===== src/hdl/sadc_regs.vh =====
/*
 * Register offsets, field positions, reset values and request source
 * numbers of the short-address DMA channel.
 * Assumes a word-wide plain register port; each register at one index.
 */
`ifndef SADC_REGS_VH
`define SADC_REGS_VH

// Register offsets
`define SADC_OFF_MEM_ADDR    4'h0
`define SADC_OFF_IO_ADDR     4'h1
`define SADC_OFF_XFER_COUNT  4'h2
`define SADC_OFF_CTRL        4'h3
`define SADC_OFF_BAND_CTRL   4'h4
`define SADC_OFF_STATUS      4'h5

// Control register fields
`define SADC_CTRL_DIR        0
`define SADC_CTRL_SIZE       1
`define SADC_CTRL_STEP       2
`define SADC_CTRL_END_IE     3
`define SADC_CTRL_RPT        4
`define SADC_CTRL_SRC_LSB    5
`define SADC_CTRL_SRC_MSB    8
`define SADC_CTRL_EN         9

// Band control register fields
`define SADC_BAND_SAE        0

// Reset values
`define SADC_RST_CTRL        10'h000
`define SADC_RST_ADDR        24'h000000
`define SADC_RST_COUNT       16'h0000

// Upper bits forced onto the I/O address
`define SADC_IO_HIGH         8'hFF

// Request source codes
`define SADC_SRC_ADC         4'h0
`define SADC_SRC_TX_EMPTY    4'h1
`define SADC_SRC_RX_FULL     4'h2
`define SADC_SRC_TIMER0      4'h3
`define SADC_SRC_TIMER5      4'h8
`define SADC_SRC_EXT         4'h9

`endif


===== src/hdl/sadc_channel.v =====
/*
 * One short-address DMA channel: idle, repeat and single-address modes.
 * Assumes a bus that ends each access with bus_done_i after any number
 * of wait cycles, and one-cycle request pulses from the request sources.
 */
// Chosen here: the strobed register port and the register offsets.
`timescale 1ns/1ns
`include "sadc_regs.vh"

// Function
// Repeat and end-irq both set selects idle
// Idle mode keeps both addresses fixed
// I/O address upper byte forced to ones
// Direction bit swaps source and destination
// Idle count decrements; zero clears enable
// Count end raises irq when enabled
// Starting count zero means 65536 transfers
// Listed peripheral and external requests start transfers; the external request is gated to channel B only
// Idle single-address only on channel B
// Repeat set, end-irq clear selects repeat
// Repeat steps address by one or two
// Repeat count eight bits; zero means 256
// Run byte reloads from hold byte
// Reload restores memory address by round length
// Software loads equal hold and run bytes
// Repeat runs until disabled, never interrupts
// Re-enable resumes after last transfer
// Software enables single-address on channel B
// Single-address uses ack strobe, direction sets role
// Single-address accesses both sides in one cycle
// Single-address follows the selected count mode
// Size and step direction bit meanings
module sadc_channel #(
    parameter IS_CHAN_B = 1
) (
    // Clock and reset
    input  wire        mclk_i,
    input  wire        nrst_i,
    // Register port
    input  wire [3:0]  reg_addr_i,
    input  wire [31:0] reg_wdata_i,
    input  wire        reg_wr_i,
    input  wire        reg_rd_i,
    output reg  [31:0] reg_rdata_o,
    // Request sources
    input  wire        adc_end_i,
    input  wire        tx_empty_i,
    input  wire        rx_full_i,
    input  wire [5:0]  timer_cmp_a_i,
    input  wire        ext_req_i,
    // On-chip bus
    output wire        bus_req_o,
    input  wire        bus_done_i,
    output reg  [23:0] src_addr_o,
    output reg  [23:0] dst_addr_o,
    output reg         word_o,
    output reg         single_o,
    output reg         xfer_ack_strobe_n_o,
    output reg         xfer_ack_write_o,
    // Interrupt request
    output wire        end_irq_o
);

    localparam [1:0] ST_IDLE = 2'b01;
    localparam [1:0] ST_BUSY = 2'b10;

    reg [1:0]  state_q;
    reg [9:0]  ctrl_q;
    reg        sae_q;
    reg [23:0] mem_addr_q;
    reg [15:0] io_addr_q;
    reg [15:0] count_q;
    reg        end_flag_q;
    reg        pend_q;

    wire       dir     = ctrl_q[`SADC_CTRL_DIR];
    wire       size    = ctrl_q[`SADC_CTRL_SIZE];
    wire       step_dn = ctrl_q[`SADC_CTRL_STEP];
    wire       end_ie  = ctrl_q[`SADC_CTRL_END_IE];
    wire       rpt     = ctrl_q[`SADC_CTRL_RPT];
    wire [3:0] src_sel = ctrl_q[`SADC_CTRL_SRC_MSB:`SADC_CTRL_SRC_LSB];
    wire       enable  = ctrl_q[`SADC_CTRL_EN];

    wire mode_idle   = rpt & end_ie;
    wire mode_repeat = rpt & ~end_ie;
    // Single-address only takes effect on channel B
    wire single = sae_q & (IS_CHAN_B != 0);

    // Timer compare requests, one gate per timer channel
    wire [5:0] timer_hit;
    genvar t;
    generate
        for (t = 0; t < 6; t = t + 1) begin : g_timer
            assign timer_hit[t] = timer_cmp_a_i[t] &
                                  (src_sel == (`SADC_SRC_TIMER0 + t));
        end
    endgenerate

    // Request source selection
    reg req_sel;
    always @* begin
        req_sel = 1'b0;
        if (src_sel == `SADC_SRC_ADC) begin
            req_sel = adc_end_i;
        end else if (src_sel == `SADC_SRC_TX_EMPTY) begin
            req_sel = tx_empty_i;
        end else if (src_sel == `SADC_SRC_RX_FULL) begin
            req_sel = rx_full_i;
        end else if (src_sel >= `SADC_SRC_TIMER0 &&
                     src_sel <= `SADC_SRC_TIMER5) begin
            req_sel = |timer_hit;
        end else if (src_sel == `SADC_SRC_EXT) begin
            // External requests are wired to channel B only
            req_sel = ext_req_i & (IS_CHAN_B != 0);
        end
    end

    // Address step: 1 for bytes, 2 for words
    wire [23:0] step    = size ? 24'h000002 : 24'h000001;
    wire [7:0]  hold    = count_q[15:8];
    wire [7:0]  run     = count_q[7:0];
    wire [7:0]  run_dec = run - 8'h01;
    // Zero hold counts as 256 transfers per round
    wire [8:0]  round   = (hold == 8'h00) ? 9'h100 : {1'b0, hold};
    wire [23:0] span    = size ? {14'h0000, round, 1'b0}
                               : {15'h0000, round};
    wire [23:0] io_full = {`SADC_IO_HIGH, io_addr_q};

    wire done = (state_q == ST_BUSY) & bus_done_i;
    wire wr_ctrl = reg_wr_i & (reg_addr_i == `SADC_OFF_CTRL);
    // A control write in the same cycle defers the start by one cycle
    wire go_busy = (state_q == ST_IDLE) & enable & pend_q & ~wr_ctrl;
    // Count end in idle mode, and in the plain count mode, single-address or dual
    wire count_end = done & ~mode_repeat & (count_q == 16'h0001);

    assign bus_req_o = (state_q == ST_BUSY);
    assign end_irq_o = end_flag_q;

    // Transfer state machine and address/count registers
    always @(posedge mclk_i or negedge nrst_i) begin
        if (!nrst_i) begin
            state_q    <= ST_IDLE;
            ctrl_q     <= `SADC_RST_CTRL;
            sae_q      <= 1'b0;
            mem_addr_q <= `SADC_RST_ADDR;
            io_addr_q  <= `SADC_RST_COUNT;
            count_q    <= `SADC_RST_COUNT;
            end_flag_q <= 1'b0;
            pend_q     <= 1'b0;
        end else begin
            // Register writes
            if (reg_wr_i) begin
                if (reg_addr_i == `SADC_OFF_MEM_ADDR) begin
                    mem_addr_q <= reg_wdata_i[23:0];
                end else if (reg_addr_i == `SADC_OFF_IO_ADDR) begin
                    io_addr_q <= reg_wdata_i[15:0];
                end else if (reg_addr_i == `SADC_OFF_XFER_COUNT) begin
                    count_q <= reg_wdata_i[15:0];
                end else if (reg_addr_i == `SADC_OFF_CTRL) begin
                    ctrl_q <= reg_wdata_i[9:0];
                end else if (reg_addr_i == `SADC_OFF_BAND_CTRL) begin
                    sae_q <= reg_wdata_i[`SADC_BAND_SAE];
                end
            end
            // Request latch; one request yields one transfer
            if (enable & req_sel & (state_q == ST_IDLE)) begin
                pend_q <= 1'b1;
            end else if (!enable) begin
                pend_q <= 1'b0;
            end
            case (state_q)
                ST_IDLE: begin
                    // Disabled channel keeps addresses and count for resume; a pending request is dropped
                    if (go_busy) begin
                        state_q <= ST_BUSY;
                        pend_q  <= 1'b0;
                    end
                end
                ST_BUSY: begin
                    if (bus_done_i) begin
                        state_q <= ST_IDLE;
                        if (mode_repeat) begin
                            if (run_dec == 8'h00) begin
                                count_q[7:0] <= hold;
                                // Net of the last step and restore
                                if (step_dn) begin
                                    mem_addr_q <= mem_addr_q - step
                                                  + span;
                                end else begin
                                    mem_addr_q <= mem_addr_q + step
                                                  - span;
                                end
                            end else begin
                                count_q[7:0] <= run_dec;
                                if (step_dn) begin
                                    mem_addr_q <= mem_addr_q - step;
                                end else begin
                                    mem_addr_q <= mem_addr_q + step;
                                end
                            end
                        end else begin
                            // Wraps from zero, giving 65536
                            count_q <= count_q - 16'h0001;
                            if (!mode_idle) begin
                                if (step_dn) begin
                                    mem_addr_q <= mem_addr_q - step;
                                end else begin
                                    mem_addr_q <= mem_addr_q + step;
                                end
                            end
                        end
                    end
                end
                default: begin
                    state_q <= ST_IDLE;
                end
            endcase
            // Count end clears enable; repeat never ends itself
            if (count_end) begin
                ctrl_q[`SADC_CTRL_EN] <= 1'b0;
            end
            // Sticky end flag; set wins over software clear
            if (count_end & end_ie) begin
                end_flag_q <= 1'b1;
            end else if (reg_wr_i & (reg_addr_i == `SADC_OFF_STATUS)
                         & reg_wdata_i[0]) begin
                end_flag_q <= 1'b0;
            end
        end
    end

    // Bus address and strobe outputs
    always @(posedge mclk_i or negedge nrst_i) begin
        if (!nrst_i) begin
            src_addr_o          <= `SADC_RST_ADDR;
            dst_addr_o          <= `SADC_RST_ADDR;
            word_o              <= 1'b0;
            single_o            <= 1'b0;
            xfer_ack_strobe_n_o <= 1'b1;
            xfer_ack_write_o    <= 1'b0;
        end else begin
            word_o   <= size;
            single_o <= single;
            if (!dir) begin
                src_addr_o <= mem_addr_q;
                dst_addr_o <= single ? mem_addr_q : io_full;
            end else begin
                src_addr_o <= single ? mem_addr_q : io_full;
                dst_addr_o <= mem_addr_q;
            end
            // Strobe asserted for the whole bus access
            // Held low through every wait state until the done edge
            xfer_ack_strobe_n_o <= ~(single & (go_busy |
                                     ((state_q == ST_BUSY) & ~bus_done_i)));
            xfer_ack_write_o    <= ~dir;
            if (done) begin
                xfer_ack_strobe_n_o <= 1'b1;
            end
        end
    end

    // Read data one cycle after the read strobe
    always @(posedge mclk_i or negedge nrst_i) begin
        if (!nrst_i) begin
            reg_rdata_o <= 32'h00000000;
        end else if (reg_rd_i) begin
            if (reg_addr_i == `SADC_OFF_MEM_ADDR) begin
                reg_rdata_o <= {8'h00, mem_addr_q};
            end else if (reg_addr_i == `SADC_OFF_IO_ADDR) begin
                reg_rdata_o <= {16'h0000, io_addr_q};
            end else if (reg_addr_i == `SADC_OFF_XFER_COUNT) begin
                reg_rdata_o <= {16'h0000, count_q};
            end else if (reg_addr_i == `SADC_OFF_CTRL) begin
                reg_rdata_o <= {22'h000000, ctrl_q};
            end else if (reg_addr_i == `SADC_OFF_BAND_CTRL) begin
                reg_rdata_o <= {31'h00000000, sae_q};
            end else if (reg_addr_i == `SADC_OFF_STATUS) begin
                reg_rdata_o <= {30'h00000000, bus_req_o, end_flag_q};
            end else begin
                reg_rdata_o <= 32'h00000000;
            end
        end else begin
            reg_rdata_o <= 32'h00000000;
        end
    end

endmodule


===== config.mk =====
export PLATFORM = sky130hd
export DESIGN_NAME = sadc_channel
export DESIGN_NICKNAME = d
export VERILOG_FILES = /design/src/hdl/sadc_channel.v
export VERILOG_INCLUDE_DIRS = /design/src /design/src/hdl
export SDC_FILE = /design/constraint.sdc
export NUM_CORES = 1
export LEC_CHECK = 0
export BUFFER_PORTS_ARGS = -buffer_cell sky130_fd_sc_hd__buf_2
export CAP_MARGIN = 20
export CORE_MARGIN = 2
export CORE_UTILIZATION = 35
export CTS_CLUSTER_DIAMETER = 200
export DETAILED_ROUTE_END_ITERATION = 7
export SLEW_MARGIN = 5
export SYNTH_ARGS = -nofsm -noshare
export SYNTH_HDL_FRONTEND = slang
export SYNTH_SLANG_ARGS = --single-unit

===== constraint.sdc =====
create_clock -name mclk_i -period 6.1 [get_ports mclk_i]
set_input_delay 0.305 -clock mclk_i [delete_from_list [all_inputs] [get_ports mclk_i]]
set_output_delay 0.305 -clock mclk_i [all_outputs]
set_load 0.1 [all_outputs]

# --- Word level (Yosys, flattened, before mapping) ---
# Cells that the tools add are included.
word_totals:
  wordCells: 145
  memories: 0
  mem_bits_rw: 0
  inputBits: 51
  mem_bits_ro: 0
  ff_bits: 155
  latch_bits: 0
  output_inout_bits: 86
op_classes:
  bitwise: 33
  n_reduce_logical: 14
  n_eq_ne: 22
  n_addsub: 6
  n_shift: 0
  mul: 0
  n_lt_le_gt_ge: 2
  div: 0
  mux: 52
ops:
  columns: ["operator", "count"]
  rows:
  - ["$mux 24", 13]
  - ["$mux 16", 8]
  - ["$mux 10", 7]
  - ["$mux 32", 1]
  - ["$add 24x10->24", 1]
  - ["$add 24x2->24", 1]
  - ["$eq 4x3->1 const B", 6]
  - ["$mux 8", 3]
  - ["$sub 24x10->24", 1]
  - ["$sub 24x2->24", 1]
  - ["$and 1x1->1", 22]
  - ["$eq 16x1->1 const B", 1]
  - ["$eq 4x2->1 const B", 4]
  - ["$logic_not 8->1", 2]
  - ["$sub 16x1->16 const B", 1]
  - ["$mux 1", 13]
  - ["$mux 2", 5]
  - ["$not 1->1", 10]
  - ["$reduce_and 5->1", 2]
  - ["$mux 9", 1]
  - ["$eq 4x1->1 const B", 2]
  - ["$eq 4x4->1 const B", 2]
  - ["$logic_not 4->1", 2]
  - ["$ne 2x2->1 const B", 4]
  - ["14 further kinds", 16]

# --- Longest topological paths before layout ---
logic_depth:
  depth_word: 12
  mapped_depth: 22

# --- Worst setup path after synthesis ---
# Ideal clock, no wire load.
synth_path:
  path_type: "flip-flop to flip-flop"
  startpoint: "register ctrl_q[1]"
  endpoint: "register mem_addr_q[22]"
  synth_period_minus_slack_ns: 4.469
  path_slack_ns: 1.631
  t_required_ns: 5.974
  path_buffers: 4
  t_arrival_ns: 4.343
  stages_incl_launch_ff: 20
  path_cell_list: "dfrtp_1 -> clkbuf_1 -> buf_2 -> inv_1 -> ha_1 -> inv_1 -> fa_1 -> clkbuf_1 -> nor4_1 -> nand2_1 -> nand2_1 -> ha_1 -> a21o_1 -> o211a_1 -> a211o_1 -> and3b_1 -> buf_6 -> nand4_2 -> a21bo_1 -> a221o_1"
synth_via:
  elab_chain_len: 8
  word_cells_on_any_way: 13
  classes_between: "4 x add/sub; 9 x mux"
synth_rtl:
  columns: ["element", "line", "rtl"]
  rows:
  - ["start, declared", "sadc_channel.v:68", "reg [9:0] ctrl_q;"]
  - ["start signal, assigned", "sadc_channel.v:143", "ctrl_q <= `SADC_RST_CTRL;"]
  - ["start signal, assigned", "sadc_channel.v:160", "ctrl_q <= reg_wdata_i[9:0];"]
  - ["$mux 2", "sadc_channel.v:119", "wire [23:0] step = size ? 24'h000002 : 24'h000001;"]
  - ["$add 24x2->24 / $sub 24x2->24 (equally long branches)", null, null]
  - ["$sub 24x10->24 / $add 24x10->24 (equally long branches)", "sadc_channel.v:191, sadc_channel.v:188", null]
  - ["$mux 24", "sadc_channel.v:186", "if (step_dn) begin"]
  - ["$mux 24", "sadc_channel.v:183", "if (run_dec == 8'h00) begin"]
  - ["$mux 24 *", "sadc_channel.v:182", "if (mode_repeat) begin"]
  - ["$mux 24 *", "sadc_channel.v:180", "if (bus_done_i) begin"]
  - ["$mux 24 *", "sadc_channel.v:171", "case (state_q)"]
  - ["end signal, assigned", "sadc_channel.v:187", "mem_addr_q <= mem_addr_q - step"]
  - ["end signal, assigned", "sadc_channel.v:190", "mem_addr_q <= mem_addr_q + step"]
  - ["end signal, assigned", "sadc_channel.v:196", "mem_addr_q <= mem_addr_q - step;"]
  - ["end, declared", "sadc_channel.v:70", "reg [23:0] mem_addr_q;"]
# Every way passes the cells marked *; elsewhere a longest branch is shown, timed or not.
# A chain may end at the register's enable or synchronous reset.

# --- Worst setup path in the final report ---
layout_path:
  startpoint: "register mem_addr_q[0]"
  endpoint: "register mem_addr_q[23]"
layout_via:
  elab_chain_len: 7
  word_cells_on_any_way: 11
  classes_between: "4 x add/sub; 7 x mux"
layout_rtl:
  columns: ["element", "line", "rtl"]
  rows:
  - ["start signal, assigned", "sadc_channel.v:145", "mem_addr_q <= `SADC_RST_ADDR;"]
  - ["start signal, assigned", "sadc_channel.v:154", "mem_addr_q <= reg_wdata_i[23:0];"]
  - ["start signal, assigned", "sadc_channel.v:187", null]
  - ["$add 24x2->24 / $sub 24x2->24 (equally long branches)", null, null]
  - ["$sub 24x10->24 / $add 24x10->24 (equally long branches)", "sadc_channel.v:191, sadc_channel.v:188", null]
  - ["$mux 24", "sadc_channel.v:186", null]
  - ["$mux 24", "sadc_channel.v:183", null]
  - ["$mux 24 *", "sadc_channel.v:182", null]
  - ["$mux 24 *", "sadc_channel.v:180", null]
  - ["$mux 24 *", "sadc_channel.v:171", null]
# Marks and branches as above.

==> impl_metrics.json <==
{
  "setup_viol": 0,
  "placedCellCount": 1600,
  "synth_common_cells": "145 x dfrtp_1, 119 x nand2_1, 86 x nor2_1",
  "holdPathStages": 2,
  "worstPathRequired_ps": 6440,
  "whs_ps": 181,
  "cp_max_fo": 8,
  "min-delay-start": "reg_wdata_i[7]",
  "via_per_inst": 5.83,
  "rr_worst_depth": 15,
  "stdcell_area_mm2": 0.0116,
  "synthDistinctLibCells": 84,
  "final-hold-violation-count": 0,
  "final_core_util_pct": 40.6,
  "cts_tree": "done",
  "rsz0062_at_grt": "no",
  "hold_path_end": "ctrl_q[7]",
  "fin_tns_setup_ps": 0,
  "antennaDiodeCount": 0,
  "syn_avg_cell_area_um2": 8.75,
  "grt_remaining_overflow": 0,
  "hold_class": "in2reg",
  "synth-edff-count": 0,
  "worstSetupPathType": "reg2reg",
  "place.gp.congestion": 0.929,
  "drc": 0,
  "area_delta_synth_final_pct": 14.4,
  "cp_slowest_stage_delay_ps": 710,
  "max_freq_ghz": 0.208,
  "outcome": "finished clean",
  "synth_top_area_share_pct": 35.7,
  "grt_max_degree": 94,
  "crit_path_end_kind": "register",
  "wl_per_cell_um": 21.1,
  "htreeDepth": 4,
  "yosysMostFrequentCell": "dfrtp_1",
  "numCtsBuffers": 17,
  "nFillCells": 2861,
  "drt_first_iter_violations": 1015,
  "die_x_um": 174,
  "cts_resized": 0,
  "syn_inst": 1163,
  "row_count": 62,
  "synth_top_cell_by_area": "dfrtp_1",
  "critPathMostFrequentCell": "nand2_1",
  "yosysSeqAreaShare_pct": 36.2,
  "io_buffers": 120,
  "relSlewSlack_pct": 39.1,
  "start_util_pct": 35.5,
  "synth_area_mm2": 0.0102,
  "nets": 1314,
  "timing.rr.start": "mem_addr_q[0]",
  "skew_ps": 17.1,
  "hpwlAfterDp_um": 25100,
  "clk_pin_slew_ps": 70,
  "stdcell_count": 1633,
  "r2r_end": "mem_addr_q[23]",
  "ys_warn_count": 0,
  "cp_cell_sequence": "inv_1 -> ha_1 -> inv_1 -> fa_1 -> nor4_1 -> nand2_1 -> nand2_1 -> ha_1 -> nand3_1 -> o31ai_1 -> nand2_1 -> nor3_1 -> and4_1 -> nor3_1 -> o31ai_1",
  "core_area_mm2": 0.0286,
  "drv_cap": 0,
  "synth_seq_cells": 147,
  "power.density_mw_per_mm2": 463,
  "clock_sinks": 147,
  "grt_pass1_vias": 8920,
  "yosys-top-cells-area": "dfrtp_1 36%, mux2_2 5.6%, nand2_1 4.4%",
  "grt_pass1_wl_um": 53500,
  "post_cts_buffers": 0,
  "antenna_found_initial": 0,
  "maxSlewViolCount": 0,
  "die_area_mm2": 0.0304,
  "grt_usage_pct": 22.8,
  "clock_latency_ps": 450,
  "irDropWorstVdd_mv": 0.271,
  "fin_crit_sh_pct": 78.8,
  "reg2reg_slack_ps": 1300,
  "die_h_um": 174,
  "async_reset_ff_share_pct": 100,
  "crit_slowest_cell": "nor4_1",
  "worst_pin_slew_ps": 901,
  "routed_wl_um": 34500,
  "drive_above_1_share_pct": 20.7,
  "placed_area_mm2": 0.0110,
  "cts-root-buf": "clkbuf_16",
  "vias": 9528,
  "ant_nets": 0,
  "cp-start-kind": "register",
  "drt_first_pass_iters": 6,
  "pin_count": 137,
  "p_leak_nw": 4.94,
  "fin_crit_ps": 4800,
  "critPathArrivalTime_ps": 5150,
  "synthFlopType": "dfrtp_1",
  "cts_buffer_depth": 2
}
## layer usage
metal | GRT usage, % | up-vias | routed length (um)
li1 | - | 4346 | -
met1 | 32.4 | 4652 | 15600
met2 | 35.5 | 463 | 15400
met3 | 3.15 | 67 | 2450
met4 | 7.88 | 0 | 1030
met5 | 0 | - | 0
## placed cells by master (no fill, tap or decap), types with 14 or more instances in the layout
| master | n |
|---|---|
| nor3_1 | 29 |
| xor2_1 | 21 |
| o221ai_1 | 14 |
| o22ai_1 | 16 |
| mux2i_1 | 30 |
| nor2_1 | 84 |
| and3_1 | 20 |
| a31oi_1 | 14 |
| mux2_2 | 51 |
| buf_4 | 17 |
| dfrtp_1 | 144 |
| ha_1 | 23 |
| nand2_1 | 119 |
| inv_1 | 34 |
| a211oi_1 | 14 |
| buf_2 | 119 |
| o21ai_0 | 65 |
| xnor2_1 | 48 |
| nor4_1 | 14 |
| clkbuf_16 | 17 |
| or2_2 | 18 |
| nand3_1 | 42 |
| a21oi_1 | 73 |
## power breakdown
part,leakage [nW],switching (mW),internal [mW],total [mW]
Combinational,2.83,1.96,0.798,2.76
Sequential,1.82,0.331,1.20,1.53
Clock,0.293,0.503,0.594,1.10
Total,4.94,2.80,2.59,5.39
## per-stage QoR
stage / power (mW) / worst slack (ps)
after floorplan: 3.66 / 1630
after global placement: 4.25 / 1440
after detailed placement: 4.26 / 1440
after CTS: 5.37 / 1430
after global routing: 5.67 / 904
final: 5.39 / 1300
## worst max path at each step
stage	start	endpoint	slack [ps]	cells past startpoint
finish	mem_addr_q[0]	mem_addr_q[23]	1300	15
global route	ctrl_q[1]	mem_addr_q[23]	900	15
CTS	mem_addr_q[0]	mem_addr_q[22]	1430	15
detailed placement	mem_addr_q[0]	mem_addr_q[22]	1440	15
global placement	mem_addr_q[0]	mem_addr_q[22]	1440	15
floorplan	ctrl_q[1]	mem_addr_q[22]	1630	19
## kinds of logic (layout without fill, tap and decap cells)
kind of cell / count (synthesis) / in the layout / synth area share (%)
flops: 147 / 147 / 36.2
fa+ha+maj: 29 / 29 / 3.81
buf+inv: 127 / 206 / 5.29
compound gates: 300 / 300 / 19.5
other cells: 1 / 8 / 0.0369
simple gates: 406 / 406 / 20.1
xor+xnor: 70 / 70 / 6.16
mux: 83 / 83 / 8.93
## cell type report
cell class                      instances  area (um2)  area share, %
Clock inverter                         14         156           1.34
Clock buffer                           18         439           3.78
Timing Repair Buffer                  138         744           6.40
Multi-Input combinational cell        896        5990           51.5
Sequential cell                       147        3680           31.7
Tap cell                              384         480           4.13
Inverter                               36         135           1.16
## flip-flops by register name, indices dropped and copies added, names as in the netlist, 2 cells and up
register     flops
dst_addr_o      24
mem_addr_q      24
reg_rdata_o     24
src_addr_o      24
count_q         16
io_addr_q       16
ctrl_q          10
state_q          2
## worst max-delay path: cells and delay by family (launching register included)
kind / cells / cell delay (ps)
AOI/OAI and AO/OA: 2 / 740
DFF: 1 / 430
adders and majority gates: 3 / 1010
and+or+nand+nor: 8 / 2260
buffers and inverters: 2 / 250
## timing repair
item / in CTS / in global routing
endpoints found under the setup margin: 0 / 0
hold buffers: 1 / 0
hold endpoints to repair: 8 / 0
Note: power is estimated with default switching activity, not from simulation.
